`config.mk`:
```
export PLATFORM = sky130hd
export DESIGN_NAME = smfw_core
export DESIGN_NICKNAME = d
export VERILOG_FILES = /design/src/rtl/smfw_pkg.sv /design/src/rtl/smfw_core.sv
export SDC_FILE = /design/constraint.sdc
export NUM_CORES = 1
export LEC_CHECK = 0
export BUFFER_PORTS_ARGS = -buffer_cell sky130_fd_sc_hd__buf_2
export CORE_ASPECT_RATIO = 1.25
export CORE_MARGIN = 2
export CORE_UTILIZATION = 57
export CTS_BUF_LIST = sky130_fd_sc_hd__clkbuf_4 sky130_fd_sc_hd__clkbuf_8
export DETAILED_ROUTE_END_ITERATION = 10
export PLACE_DENSITY = 0.87
export SLEW_MARGIN = 20
export SYNTH_ARGS = -nofsm -noshare
export SYNTH_HDL_FRONTEND = slang
export SYNTH_SLANG_ARGS = --single-unit
```
`constraint.sdc`:
```
create_clock -name CLK_SYS -period 2.8 [get_ports CLK_SYS]
set_input_delay 0.28 -clock CLK_SYS [delete_from_list [all_inputs] [get_ports CLK_SYS]]
set_output_delay 0.28 -clock CLK_SYS [all_outputs]
set_load 0.02 [all_outputs]
```
`src/rtl/smfw_pkg.sv`:
```
// shared constants and types for the serial port fault and wake block
// assumes: compiled ahead of the serial port module
package smfw_pkg;

  // ---------------------------------------------------------------
  // master clock divider: reload value is half period minus one
  // ---------------------------------------------------------------
  localparam logic [5:0] HALF_DIV4 = 6'h01;
  localparam logic [5:0] HALF_DIV8 = 6'h03;
  localparam logic [5:0] HALF_DIV16 = 6'h07;
  localparam logic [5:0] HALF_DIV32 = 6'h0f;
  localparam logic [5:0] HALF_DIV64 = 6'h1f;
  localparam logic [5:0] HALF_DIV128 = 6'h3f;

  // rate select codes {divider enable, rate1, rate0}
  localparam logic [2:0] RATE_DIV4 = 3'h4;
  localparam logic [2:0] RATE_DIV8 = 3'h0;
  localparam logic [2:0] RATE_DIV16 = 3'h1;
  localparam logic [2:0] RATE_DIV32 = 3'h6;
  localparam logic [2:0] RATE_DIV64 = 3'h2;
  localparam logic [2:0] RATE_DIV128 = 3'h3;

  // ---------------------------------------------------------------
  // byte framing and reset values
  // ---------------------------------------------------------------
  localparam logic [3:0] BYTE_BITS = 4'h8;
  localparam logic [3:0] LAST_SAMPLE = 4'h7;
  localparam logic [3:0] CNT_RST = 4'h0;
  localparam logic [2:0] RATE_RST = 3'h0;
  localparam logic [7:0] BYTE_RST = 8'h00;
  localparam logic [5:0] DIV_RST = 6'h00;
  // cycle allowance for one master byte at the slowest rate
  localparam logic [10:0] RUN_RST = 11'h000;
  localparam logic [10:0] RUN_LIMIT = 11'h44c;

  typedef enum logic {ST_IDLE = 1'b0, ST_RUN = 1'b1} smfw_mst_t;

endpackage : smfw_pkg

```
`src/rtl/smfw_core.sv`:
```
// serial port: clock modes, error flags, interrupt and halt wake-up
// assumes: cpu access strobes are one-cycle pulses on CLK_SYS;
// link pins are asynchronous and are synchronised here
`timescale 1ns/1ps

// How it works
// - polarity and phase pick the capture edge
// - idle clock level equals selected polarity
// - master with select low sets fault flag
// - fault clears port enable and controller role
// - fault clears after status read, control write
// - during fault, enable and role writes refused
// - byte done with done flag set: overrun
// - overrun keeps first byte, later bytes dropped
// - status read clears the overrun flag
// - data write during transfer dropped, collision flagged
// - collision flag never raises an interrupt
// - received byte copied to separate read buffer
// - wait mode keeps port running, events wake
// - halt freezes cpu access and master clock; armed slave keeps receiving
// - extra bytes before clear in halt: overrun
// - only transfer done wakes slave from halt
// - halt wake needs select low at entry
// - one interrupt: flag, enable and mask clear
// - unwritten slave returns previous byte to master
// - done flag set per byte, cleared by sequence
// - done flag blocks data writes until status read
// - soft management takes select from level bit
module smfw_core (
  input wire logic CLK_SYS,
  input wire logic SYS_RST,
  input wire logic CR_WR,
  input wire logic IRQ_ENABLE_BIT_IN,
  input wire logic PORT_ENABLE_BIT_IN,
  input wire logic CONTROLLER_ROLE_BIT_IN,
  input wire logic CLOCK_POLARITY_SEL_IN,
  input wire logic CLOCK_PHASE_SEL_IN,
  input wire logic [2:0] RATE_SEL_IN,
  input wire logic CSR_RD,
  input wire logic SELECT_SOFT_MGMT,
  input wire logic SELECT_SOFT_LEVEL,
  input wire logic OUTPUT_DISABLE,
  input wire logic DR_WR,
  input wire logic [7:0] DR_WDATA,
  input wire logic DR_RD,
  output logic [7:0] DR_RDATA,
  input wire logic COND_CODE_MASK,
  input wire logic HALT,
  input wire logic SCK_I,
  output logic SCK_O,
  output logic SCK_OE,
  input wire logic MOSI_I,
  output logic MOSI_O,
  output logic MOSI_OE,
  input wire logic MISO_I,
  output logic MISO_O,
  output logic MISO_OE,
  input wire logic SEL_N_I,
  output logic TRANSFER_DONE_FLAG,
  output logic WRITE_COLLISION_FLAG,
  output logic OVERRUN_FLAG,
  output logic MODE_FAULT_FLAG,
  output logic PORT_ENABLE_BIT,
  output logic CONTROLLER_ROLE_BIT,
  output logic IRQ,
  output logic WAKE_HALT
);

  // ---------------------------------------------------------------
  // pin synchronisers
  // ---------------------------------------------------------------
  logic sck_s1_r, sck_s2_r, sck_s3_r;
  logic mosi_s1_r, mosi_s2_r, miso_s1_r, miso_s2_r, sel_s1_r, sel_s2_r;

  always_ff @(posedge CLK_SYS or posedge SYS_RST) begin
    if (SYS_RST) begin
      {sck_s1_r, sck_s2_r, sck_s3_r} <= 3'h0;
      {mosi_s1_r, mosi_s2_r, miso_s1_r, miso_s2_r} <= 4'h0;
      {sel_s1_r, sel_s2_r} <= 2'h3;
    end else begin
      sck_s1_r <= SCK_I;
      sck_s2_r <= sck_s1_r;
      sck_s3_r <= sck_s2_r;
      mosi_s1_r <= MOSI_I;
      mosi_s2_r <= mosi_s1_r;
      miso_s1_r <= MISO_I;
      miso_s2_r <= miso_s1_r;
      sel_s1_r <= SEL_N_I;
      sel_s2_r <= sel_s1_r;
    end
  end

  function automatic logic [5:0] half_reload(input logic [2:0] rate);
    logic [5:0] r;
    r = smfw_pkg::HALF_DIV64;
    case (rate)
      smfw_pkg::RATE_DIV4: r = smfw_pkg::HALF_DIV4;
      smfw_pkg::RATE_DIV8: r = smfw_pkg::HALF_DIV8;
      smfw_pkg::RATE_DIV16: r = smfw_pkg::HALF_DIV16;
      smfw_pkg::RATE_DIV32: r = smfw_pkg::HALF_DIV32;
      smfw_pkg::RATE_DIV128: r = smfw_pkg::HALF_DIV128;
      default: r = smfw_pkg::HALF_DIV64;
    endcase
    return r;
  endfunction : half_reload

  // ---------------------------------------------------------------
  // state
  // ---------------------------------------------------------------
  logic irq_en_r, pe_r, role_r, pol_r, pha_r;
  logic irq_en_nxt, pe_nxt, role_nxt, pol_nxt, pha_nxt;
  logic [2:0] rate_r, rate_nxt;
  logic tdf_r, write_collision_flag_r, ovr_r, mode_fault_flag_r, tdf_seen_r, write_collision_flag_seen_r, mode_fault_flag_seen_r;
  logic tdf_nxt, write_collision_flag_nxt, ovr_nxt, mode_fault_flag_nxt, tdf_seen_nxt, write_collision_flag_seen_nxt;
  logic mode_fault_flag_seen_nxt;
  logic [7:0] sh_r, sh_nxt, rxb_r, rxb_nxt, byte_in;
  logic in_r, in_nxt, sck_r, sck_nxt, halt_d_r, arm_r, arm_nxt;
  logic [3:0] cnt_r, cnt_nxt;
  logic [5:0] div_r, div_nxt;
  smfw_pkg::smfw_mst_t mst_r, mst_nxt;

  logic sel_int, fault, slave_on, lead, trail, samp, shft, din;
  logic tick, busy, done, dr_ok;

  // ---------------------------------------------------------------
  // edge detection and transfer engine
  // ---------------------------------------------------------------
  // soft management replaces the select pin
  assign sel_int = SELECT_SOFT_MGMT ? SELECT_SOFT_LEVEL : sel_s2_r;
  assign fault = role_r & pe_r & ~sel_int & ~HALT;
  // in halt the slave only runs when armed at entry
  assign slave_on = pe_r & ~role_r & ~sel_int & (~HALT | arm_r);
  assign tick = (mst_r == smfw_pkg::ST_RUN) & (div_r == 6'h00) & ~HALT;
  assign lead = role_r ? tick & (sck_r == pol_r)
              : slave_on & (pol_r ? (~sck_s2_r & sck_s3_r) : (sck_s2_r & ~sck_s3_r));
  assign trail = role_r ? tick & (sck_r != pol_r)
               : slave_on & (pol_r ? (sck_s2_r & ~sck_s3_r) : (~sck_s2_r & sck_s3_r));
  assign samp = pha_r ? trail : lead;
  assign shft = pha_r ? lead : trail;
  assign din = role_r ? miso_s2_r : mosi_s2_r;
  assign busy = role_r ? (mst_r == smfw_pkg::ST_RUN)
              : (pe_r & ~sel_int & (~pha_r | (cnt_r != smfw_pkg::CNT_RST)));
  // writes stay blocked while done flag is up and status unread
  assign dr_ok = DR_WR & ~HALT & ~(tdf_r & ~tdf_seen_r);

  always_comb begin
    irq_en_nxt = irq_en_r;
    pe_nxt = pe_r;
    role_nxt = role_r;
    pol_nxt = pol_r;
    pha_nxt = pha_r;
    rate_nxt = rate_r;
    tdf_nxt = tdf_r;
    write_collision_flag_nxt = write_collision_flag_r;
    ovr_nxt = ovr_r;
    mode_fault_flag_nxt = mode_fault_flag_r;
    tdf_seen_nxt = tdf_seen_r;
    write_collision_flag_seen_nxt = write_collision_flag_seen_r;
    mode_fault_flag_seen_nxt = mode_fault_flag_seen_r;
    sh_nxt = sh_r;
    rxb_nxt = rxb_r;
    in_nxt = in_r;
    cnt_nxt = cnt_r;
    div_nxt = div_r;
    sck_nxt = sck_r;
    mst_nxt = mst_r;
    done = 1'b0;
    byte_in = {sh_r[6:0], in_r};
    // cpu accesses, all frozen in halt
    if (!HALT) begin
      if (CSR_RD) begin
        ovr_nxt = 1'b0;
        if (tdf_r) tdf_seen_nxt = 1'b1;
        if (write_collision_flag_r) write_collision_flag_seen_nxt = 1'b1;
        if (mode_fault_flag_r) mode_fault_flag_seen_nxt = 1'b1;
      end
      if ((DR_RD || DR_WR) && tdf_seen_r) begin
        tdf_nxt = 1'b0;
        tdf_seen_nxt = 1'b0;
      end
      if ((DR_RD || DR_WR) && write_collision_flag_seen_r) begin
        write_collision_flag_nxt = 1'b0;
        write_collision_flag_seen_nxt = 1'b0;
      end
      if (CR_WR) begin
        irq_en_nxt = IRQ_ENABLE_BIT_IN;
        pol_nxt = CLOCK_POLARITY_SEL_IN;
        pha_nxt = CLOCK_PHASE_SEL_IN;
        rate_nxt = RATE_SEL_IN;
        // only clearing is allowed until the fault sequence completes
        if (mode_fault_flag_r && !mode_fault_flag_seen_r) begin
          pe_nxt = pe_r & PORT_ENABLE_BIT_IN;
          role_nxt = role_r & CONTROLLER_ROLE_BIT_IN;
        end else begin
          pe_nxt = PORT_ENABLE_BIT_IN;
          role_nxt = CONTROLLER_ROLE_BIT_IN;
        end
        if (mode_fault_flag_seen_r) begin
          mode_fault_flag_nxt = 1'b0;
          mode_fault_flag_seen_nxt = 1'b0;
        end
      end
      if (dr_ok) begin
        if (busy) begin
          write_collision_flag_nxt = 1'b1;
        end else begin
          sh_nxt = DR_WDATA;
          cnt_nxt = smfw_pkg::CNT_RST;
          if (role_r && pe_r) begin
            mst_nxt = smfw_pkg::ST_RUN;
            div_nxt = half_reload(rate_r);
            sck_nxt = pol_r;
          end
        end
      end
    end
    // master clock generator
    if (mst_r == smfw_pkg::ST_RUN && !HALT) begin
      if (div_r == 6'h00) begin
        div_nxt = half_reload(rate_r);
        sck_nxt = ~sck_r;
      end else begin
        div_nxt = div_r - 6'h01;
      end
    end else if (mst_r == smfw_pkg::ST_IDLE) begin
      sck_nxt = pol_r;
    end
    // one shift register carries both directions
    if (samp) begin
      in_nxt = din;
      cnt_nxt = cnt_r + 4'h1;
      if (pha_r && cnt_r == smfw_pkg::LAST_SAMPLE) begin
        done = 1'b1;
        byte_in = {sh_r[6:0], din};
        sh_nxt = byte_in;
        cnt_nxt = smfw_pkg::CNT_RST;
      end
    end
    if (shft && cnt_r != smfw_pkg::CNT_RST) begin
      sh_nxt = {sh_r[6:0], in_r};
      if (!pha_r && cnt_r == smfw_pkg::BYTE_BITS) begin
        done = 1'b1;
        cnt_nxt = smfw_pkg::CNT_RST;
      end
    end
    // deselected slave drops a partial byte
    if (!role_r && sel_int) cnt_nxt = smfw_pkg::CNT_RST;
    if (done) begin
      mst_nxt = smfw_pkg::ST_IDLE;
      if (tdf_r) begin
        ovr_nxt = 1'b1;
        // a clear in this same cycle loses to the new byte
        tdf_nxt = 1'b1;
      end else begin
        rxb_nxt = byte_in;
        tdf_nxt = 1'b1;
      end
    end
    if (fault) begin
      mode_fault_flag_nxt = 1'b1;
      mode_fault_flag_seen_nxt = 1'b0;
      pe_nxt = 1'b0;
      role_nxt = 1'b0;
    end
    if (!pe_nxt) begin
      mst_nxt = smfw_pkg::ST_IDLE;
      cnt_nxt = smfw_pkg::CNT_RST;
    end
    // arm halt wake-up only if selected as slave at entry
    arm_nxt = arm_r;
    if (HALT && !halt_d_r) arm_nxt = pe_r & ~role_r & ~sel_int;
  end

  always_ff @(posedge CLK_SYS or posedge SYS_RST) begin
    if (SYS_RST) begin
      {irq_en_r, pe_r, role_r, pol_r, pha_r} <= 5'h00;
      rate_r <= smfw_pkg::RATE_RST;
      {tdf_r, write_collision_flag_r, ovr_r, mode_fault_flag_r} <= 4'h0;
      {tdf_seen_r, write_collision_flag_seen_r, mode_fault_flag_seen_r} <= 3'h0;
      sh_r <= smfw_pkg::BYTE_RST;
      rxb_r <= smfw_pkg::BYTE_RST;
      {in_r, sck_r, halt_d_r, arm_r} <= 4'h0;
      cnt_r <= smfw_pkg::CNT_RST;
      div_r <= smfw_pkg::DIV_RST;
      mst_r <= smfw_pkg::ST_IDLE;
    end else begin
      irq_en_r <= irq_en_nxt;
      pe_r <= pe_nxt;
      role_r <= role_nxt;
      pol_r <= pol_nxt;
      pha_r <= pha_nxt;
      rate_r <= rate_nxt;
      tdf_r <= tdf_nxt;
      write_collision_flag_r <= write_collision_flag_nxt;
      ovr_r <= ovr_nxt;
      mode_fault_flag_r <= mode_fault_flag_nxt;
      tdf_seen_r <= tdf_seen_nxt;
      write_collision_flag_seen_r <= write_collision_flag_seen_nxt;
      mode_fault_flag_seen_r <= mode_fault_flag_seen_nxt;
      sh_r <= sh_nxt;
      rxb_r <= rxb_nxt;
      in_r <= in_nxt;
      sck_r <= sck_nxt;
      halt_d_r <= HALT;
      arm_r <= arm_nxt;
      cnt_r <= cnt_nxt;
      div_r <= div_nxt;
      mst_r <= mst_nxt;
    end
  end

  // ---------------------------------------------------------------
  // outputs
  // ---------------------------------------------------------------
  assign DR_RDATA = rxb_r;
  assign SCK_O = sck_r;
  assign SCK_OE = pe_r & role_r;
  assign MOSI_O = sh_r[7];
  assign MOSI_OE = pe_r & role_r & ~OUTPUT_DISABLE;
  assign MISO_O = sh_r[7];
  assign MISO_OE = pe_r & ~role_r & ~sel_int & ~OUTPUT_DISABLE;
  assign TRANSFER_DONE_FLAG = tdf_r;
  assign WRITE_COLLISION_FLAG = write_collision_flag_r;
  assign OVERRUN_FLAG = ovr_r;
  assign MODE_FAULT_FLAG = mode_fault_flag_r;
  assign PORT_ENABLE_BIT = pe_r;
  assign CONTROLLER_ROLE_BIT = role_r;
  // collision flag deliberately left out of the request
  assign IRQ = irq_en_r & (tdf_r | mode_fault_flag_r | ovr_r) & ~COND_CODE_MASK;
  assign WAKE_HALT = HALT & arm_r & ~role_r & tdf_r & irq_en_r & ~COND_CODE_MASK;

  // cycles spent in one master byte, frozen in halt like the byte itself
  logic [10:0] run_cyc_r, run_cyc_nxt;

  always_comb begin
    run_cyc_nxt = run_cyc_r;
    if (mst_r == smfw_pkg::ST_IDLE) run_cyc_nxt = smfw_pkg::RUN_RST;
    else if (!HALT) run_cyc_nxt = run_cyc_r + 11'h001;
  end

  always_ff @(posedge CLK_SYS or posedge SYS_RST) begin
    if (SYS_RST) run_cyc_r <= smfw_pkg::RUN_RST;
    else run_cyc_r <= run_cyc_nxt;
  end
endmodule : smfw_core

```
==> impl_results.md <==
* Status: finished, final reports clean
* Pwr Density at 731 nW/um2
* Core Area at 4730 um2
* P_leak at 0.00154 uW
* Final hold violation count at 0
* Ports at 53
* Clock Sinks at 55
* Routed len/inst at 15.2 um
* P&R area growth vs syn at 15.6%
* Dpl cell area at 3110 um2
* Final setup vio count at 0
* Iter 0 DRT Violations at 144
* Clk pin slew, worst setup/hold paths at 0.09 ns
* Design area at 3240 um2
* Tcrit/Tclk final at 81.6%
* Mapped Avg Cell Area at 10.5 um2
* First-pass GRT wire length at 9.66 mm
* Min-delay worst type: input pin to flop
* CTS H-tree depth at 2
* Vias in the first global route at 2175
* Worst Path Buf+Inv at 1
* Die H at 82.4 um
* Num CTS Buffers at 5
* FP Rows at 28
* Critical Path Source Type: flop
* Synth cell types at 58
* Main flop type after synthesis: dfrtp_1
* Final setup TNS at 0 ns
* Post-CTS Setup Bufs at 0
* # diodes at 0
* Worst IR Drop VDD at 0.000523 V
* Largest net degree at the start of global routing at 28
* CTS tree: built
* Max-cap violations at 0
* Critical-path maximum fanout at 8
* Flops & latches, synth at 55
* Clock skew at 0.00373 ns
* Port Buf Inserts at 52
* Die X at 66.7 um
* HPWL after detailed placement at 4.35 mm
* Clk root buf: clkbuf_8
* CP max stage cell: and2_1
* Initial Util at 59.3%
* Cells after Synth at 266
* Max_slew headroom at 61.1%
* Worst hold slack at 0.0647 ns
* Net Count, Synth at 301
* Setup Crit Path Kind: flop to flop
* Worst-Skew Late Latency at 0.31 ns
* Crit path capture type: flop
* Routed vias at 2211
* RSZ-0062 raised after global routing: false
* Worst-Margin Slew at 0.583 ns
* Util after Layout at 68.5%
* Syn. warnings at 0
* Worst EP required at 3.00 ns
* Final ANT Viol Nets at 0
* Register area share after synthesis at 49.2%
* F_max at 438 MHz
* Post-layout min period at 2.28 ns
* DR DRC count at 0
* Worst EP arrival at 2.48 ns
* CP Cell Sequence: inv_1 > ha_1 > nand4bb_1 > a32oi_1 > and2_1 > mux2_1 > mux2_4
* NumNets Final at 356
* EDFF count, synth at 0
* First-pass detailed-route iteration total at 4
* Gr usage total at 23.1%
* GPL Wtd Cong at 0.841
* Initial antenna violation count at 0
* Die area at 5500 um2
* Asr flop ratio synth at 100%
* Post-Syn Area at 2800 um2
* Worst stage delay on the critical path at 0.44 ns
* Share of layout cells above drive strength 1 at 28.9%
* Routed vias/inst at 5.79
* CP top delay family: multiplexers
* Total gr overflow at 0
* Pwr Total at 2370 uW
* Final Max Slew Viols at 0
* Total wire length at 5.80 mm
* CTS Buffer Depth at 2
* Post-CTS Resized at 0
cell usage after synthesis (all sizes together), types with 3 or more instances:
cell | n | area [um2]
o211ai | 4 | 30.0
nor3b | 3 | 22.5
mux2 | 25 | 308
ha | 4 | 50.1
inv | 11 | 41.3
a21oi | 21 | 105
nor2 | 18 | 67.6
buf | 7 | 52.5
dfrtp | 53 | 1330
o21ai | 8 | 40.0
o22ai | 3 | 18.8
or3 | 3 | 18.8
nand2 | 32 | 120
nand3 | 7 | 35.0
clkbuf | 3 | 11.3
nand2b | 10 | 62.6
nor2b | 5 | 31.3
nor3 | 6 | 35.0
mux2i | 3 | 30.0
kinds of logic after synthesis:
family	Yosys count	synth area share [%]
buf+inv	21	3.75
simple gates	99	18.9
fa+ha+maj	4	1.78
mux	28	12.0
compound gates	57	13.4
xor+xnor	2	0.893
flops	55	49.2
layout by cell type (no fill, tap or decap), types with 7 or more instances in the layout:
| cell type | count |
|---|---|
| a21oi_1 | 21 |
| buf_2 | 52 |
| dfrtp_1 | 53 |
| inv_1 | 10 |
| mux2_1 | 7 |
| mux2_2 | 11 |
| mux2_4 | 7 |
| nand2_1 | 32 |
| nand2b_1 | 10 |
| nand3_1 | 7 |
| nor2_1 | 18 |
| o21ai_0 | 7 |
what timing repair did:
| item | CTS | global route |
|---|---|---|
| endpoints found under the hold margin | 9 | 0 |
| endpoints found under the setup margin | 0 | 0 |
| hold buffers | 1 | 0 |
path summary, 6_finish.rpt:
kind / slack, ns / end / start / depth (start not counted)
worst min-delay path: 0.06 / sel_s1_r$_DFF_PP1_ / SEL_N_I / 1
min in group asynchronous: 0.42 / sck_s1_r$_DFF_PP0_ / SYS_RST / 3
max in group asynchronous: 1.73 / sel_s2_r$_DFF_PP1_ / SYS_RST / 4
worst max-delay path: 0.52 / sh_r[5]$_DFF_PP0_ / cnt_r[0]$_DFF_PP0_ / 7
worst max register to register: 0.52 / sh_r[5]$_DFF_PP0_ / cnt_r[0]$_DFF_PP0_ / 7
worst min register to register: 0.36 / mosi_s2_r$_DFF_PP0_ / mosi_s1_r$_DFF_PP0_ / 0
worst register-to-register path: stages (launching register included):
cell,delay (ns)
dfrtp_1,0.42
inv_1,0.09
ha_1,0.19
nand4bb_1,0.12
a32oi_1,0.27
and2_1,0.44
mux2_1,0.38
mux2_4,0.26
metal layers:
metal / track usage (%) / vias up / share of wire (%)
met5: 0 / - / 0
met4: 7.14 / 0 / 1.2
met3: 4.07 / 10 / 6.1
met2: 40.1 / 78 / 51
met1: 29.5 / 1064 / 42
li1: - / 1059 / -
power breakdown:
group	switching [uW]	internal [uW]
Sequential	173	956
Combinational	385	314
Clock	252	290
per-stage QoR:
| step | instances | setup WS, ns |
|---|---|---|
| floorplan | 266 | 0.831 |
| global placement | 373 | 0.565 |
| finish | 382 | 0.515 |
| CTS | 382 | 0.522 |
| detailed placement | 373 | 0.546 |
| global route | 382 | 0.328 |
final cells by class:
class | count | area, um2
clock inverter | 2 | 35.0
timing repair buffer | 58 | 308
sequential | 55 | 1380
clock buffer | 6 | 82.6
multi-input combinational | 190 | 1320
fill | 374 | 1490
tap | 60 | 75.1
inverter | 11 | 41.3
flip-flops by register name, indices dropped and copies added, names as in the netlist, 3 cells and up:
name,count
rate_r,3
sh_r,8
div_r,6
cnt_r,4
DR_RDATA,8
(Power assumes the default switching activity.)
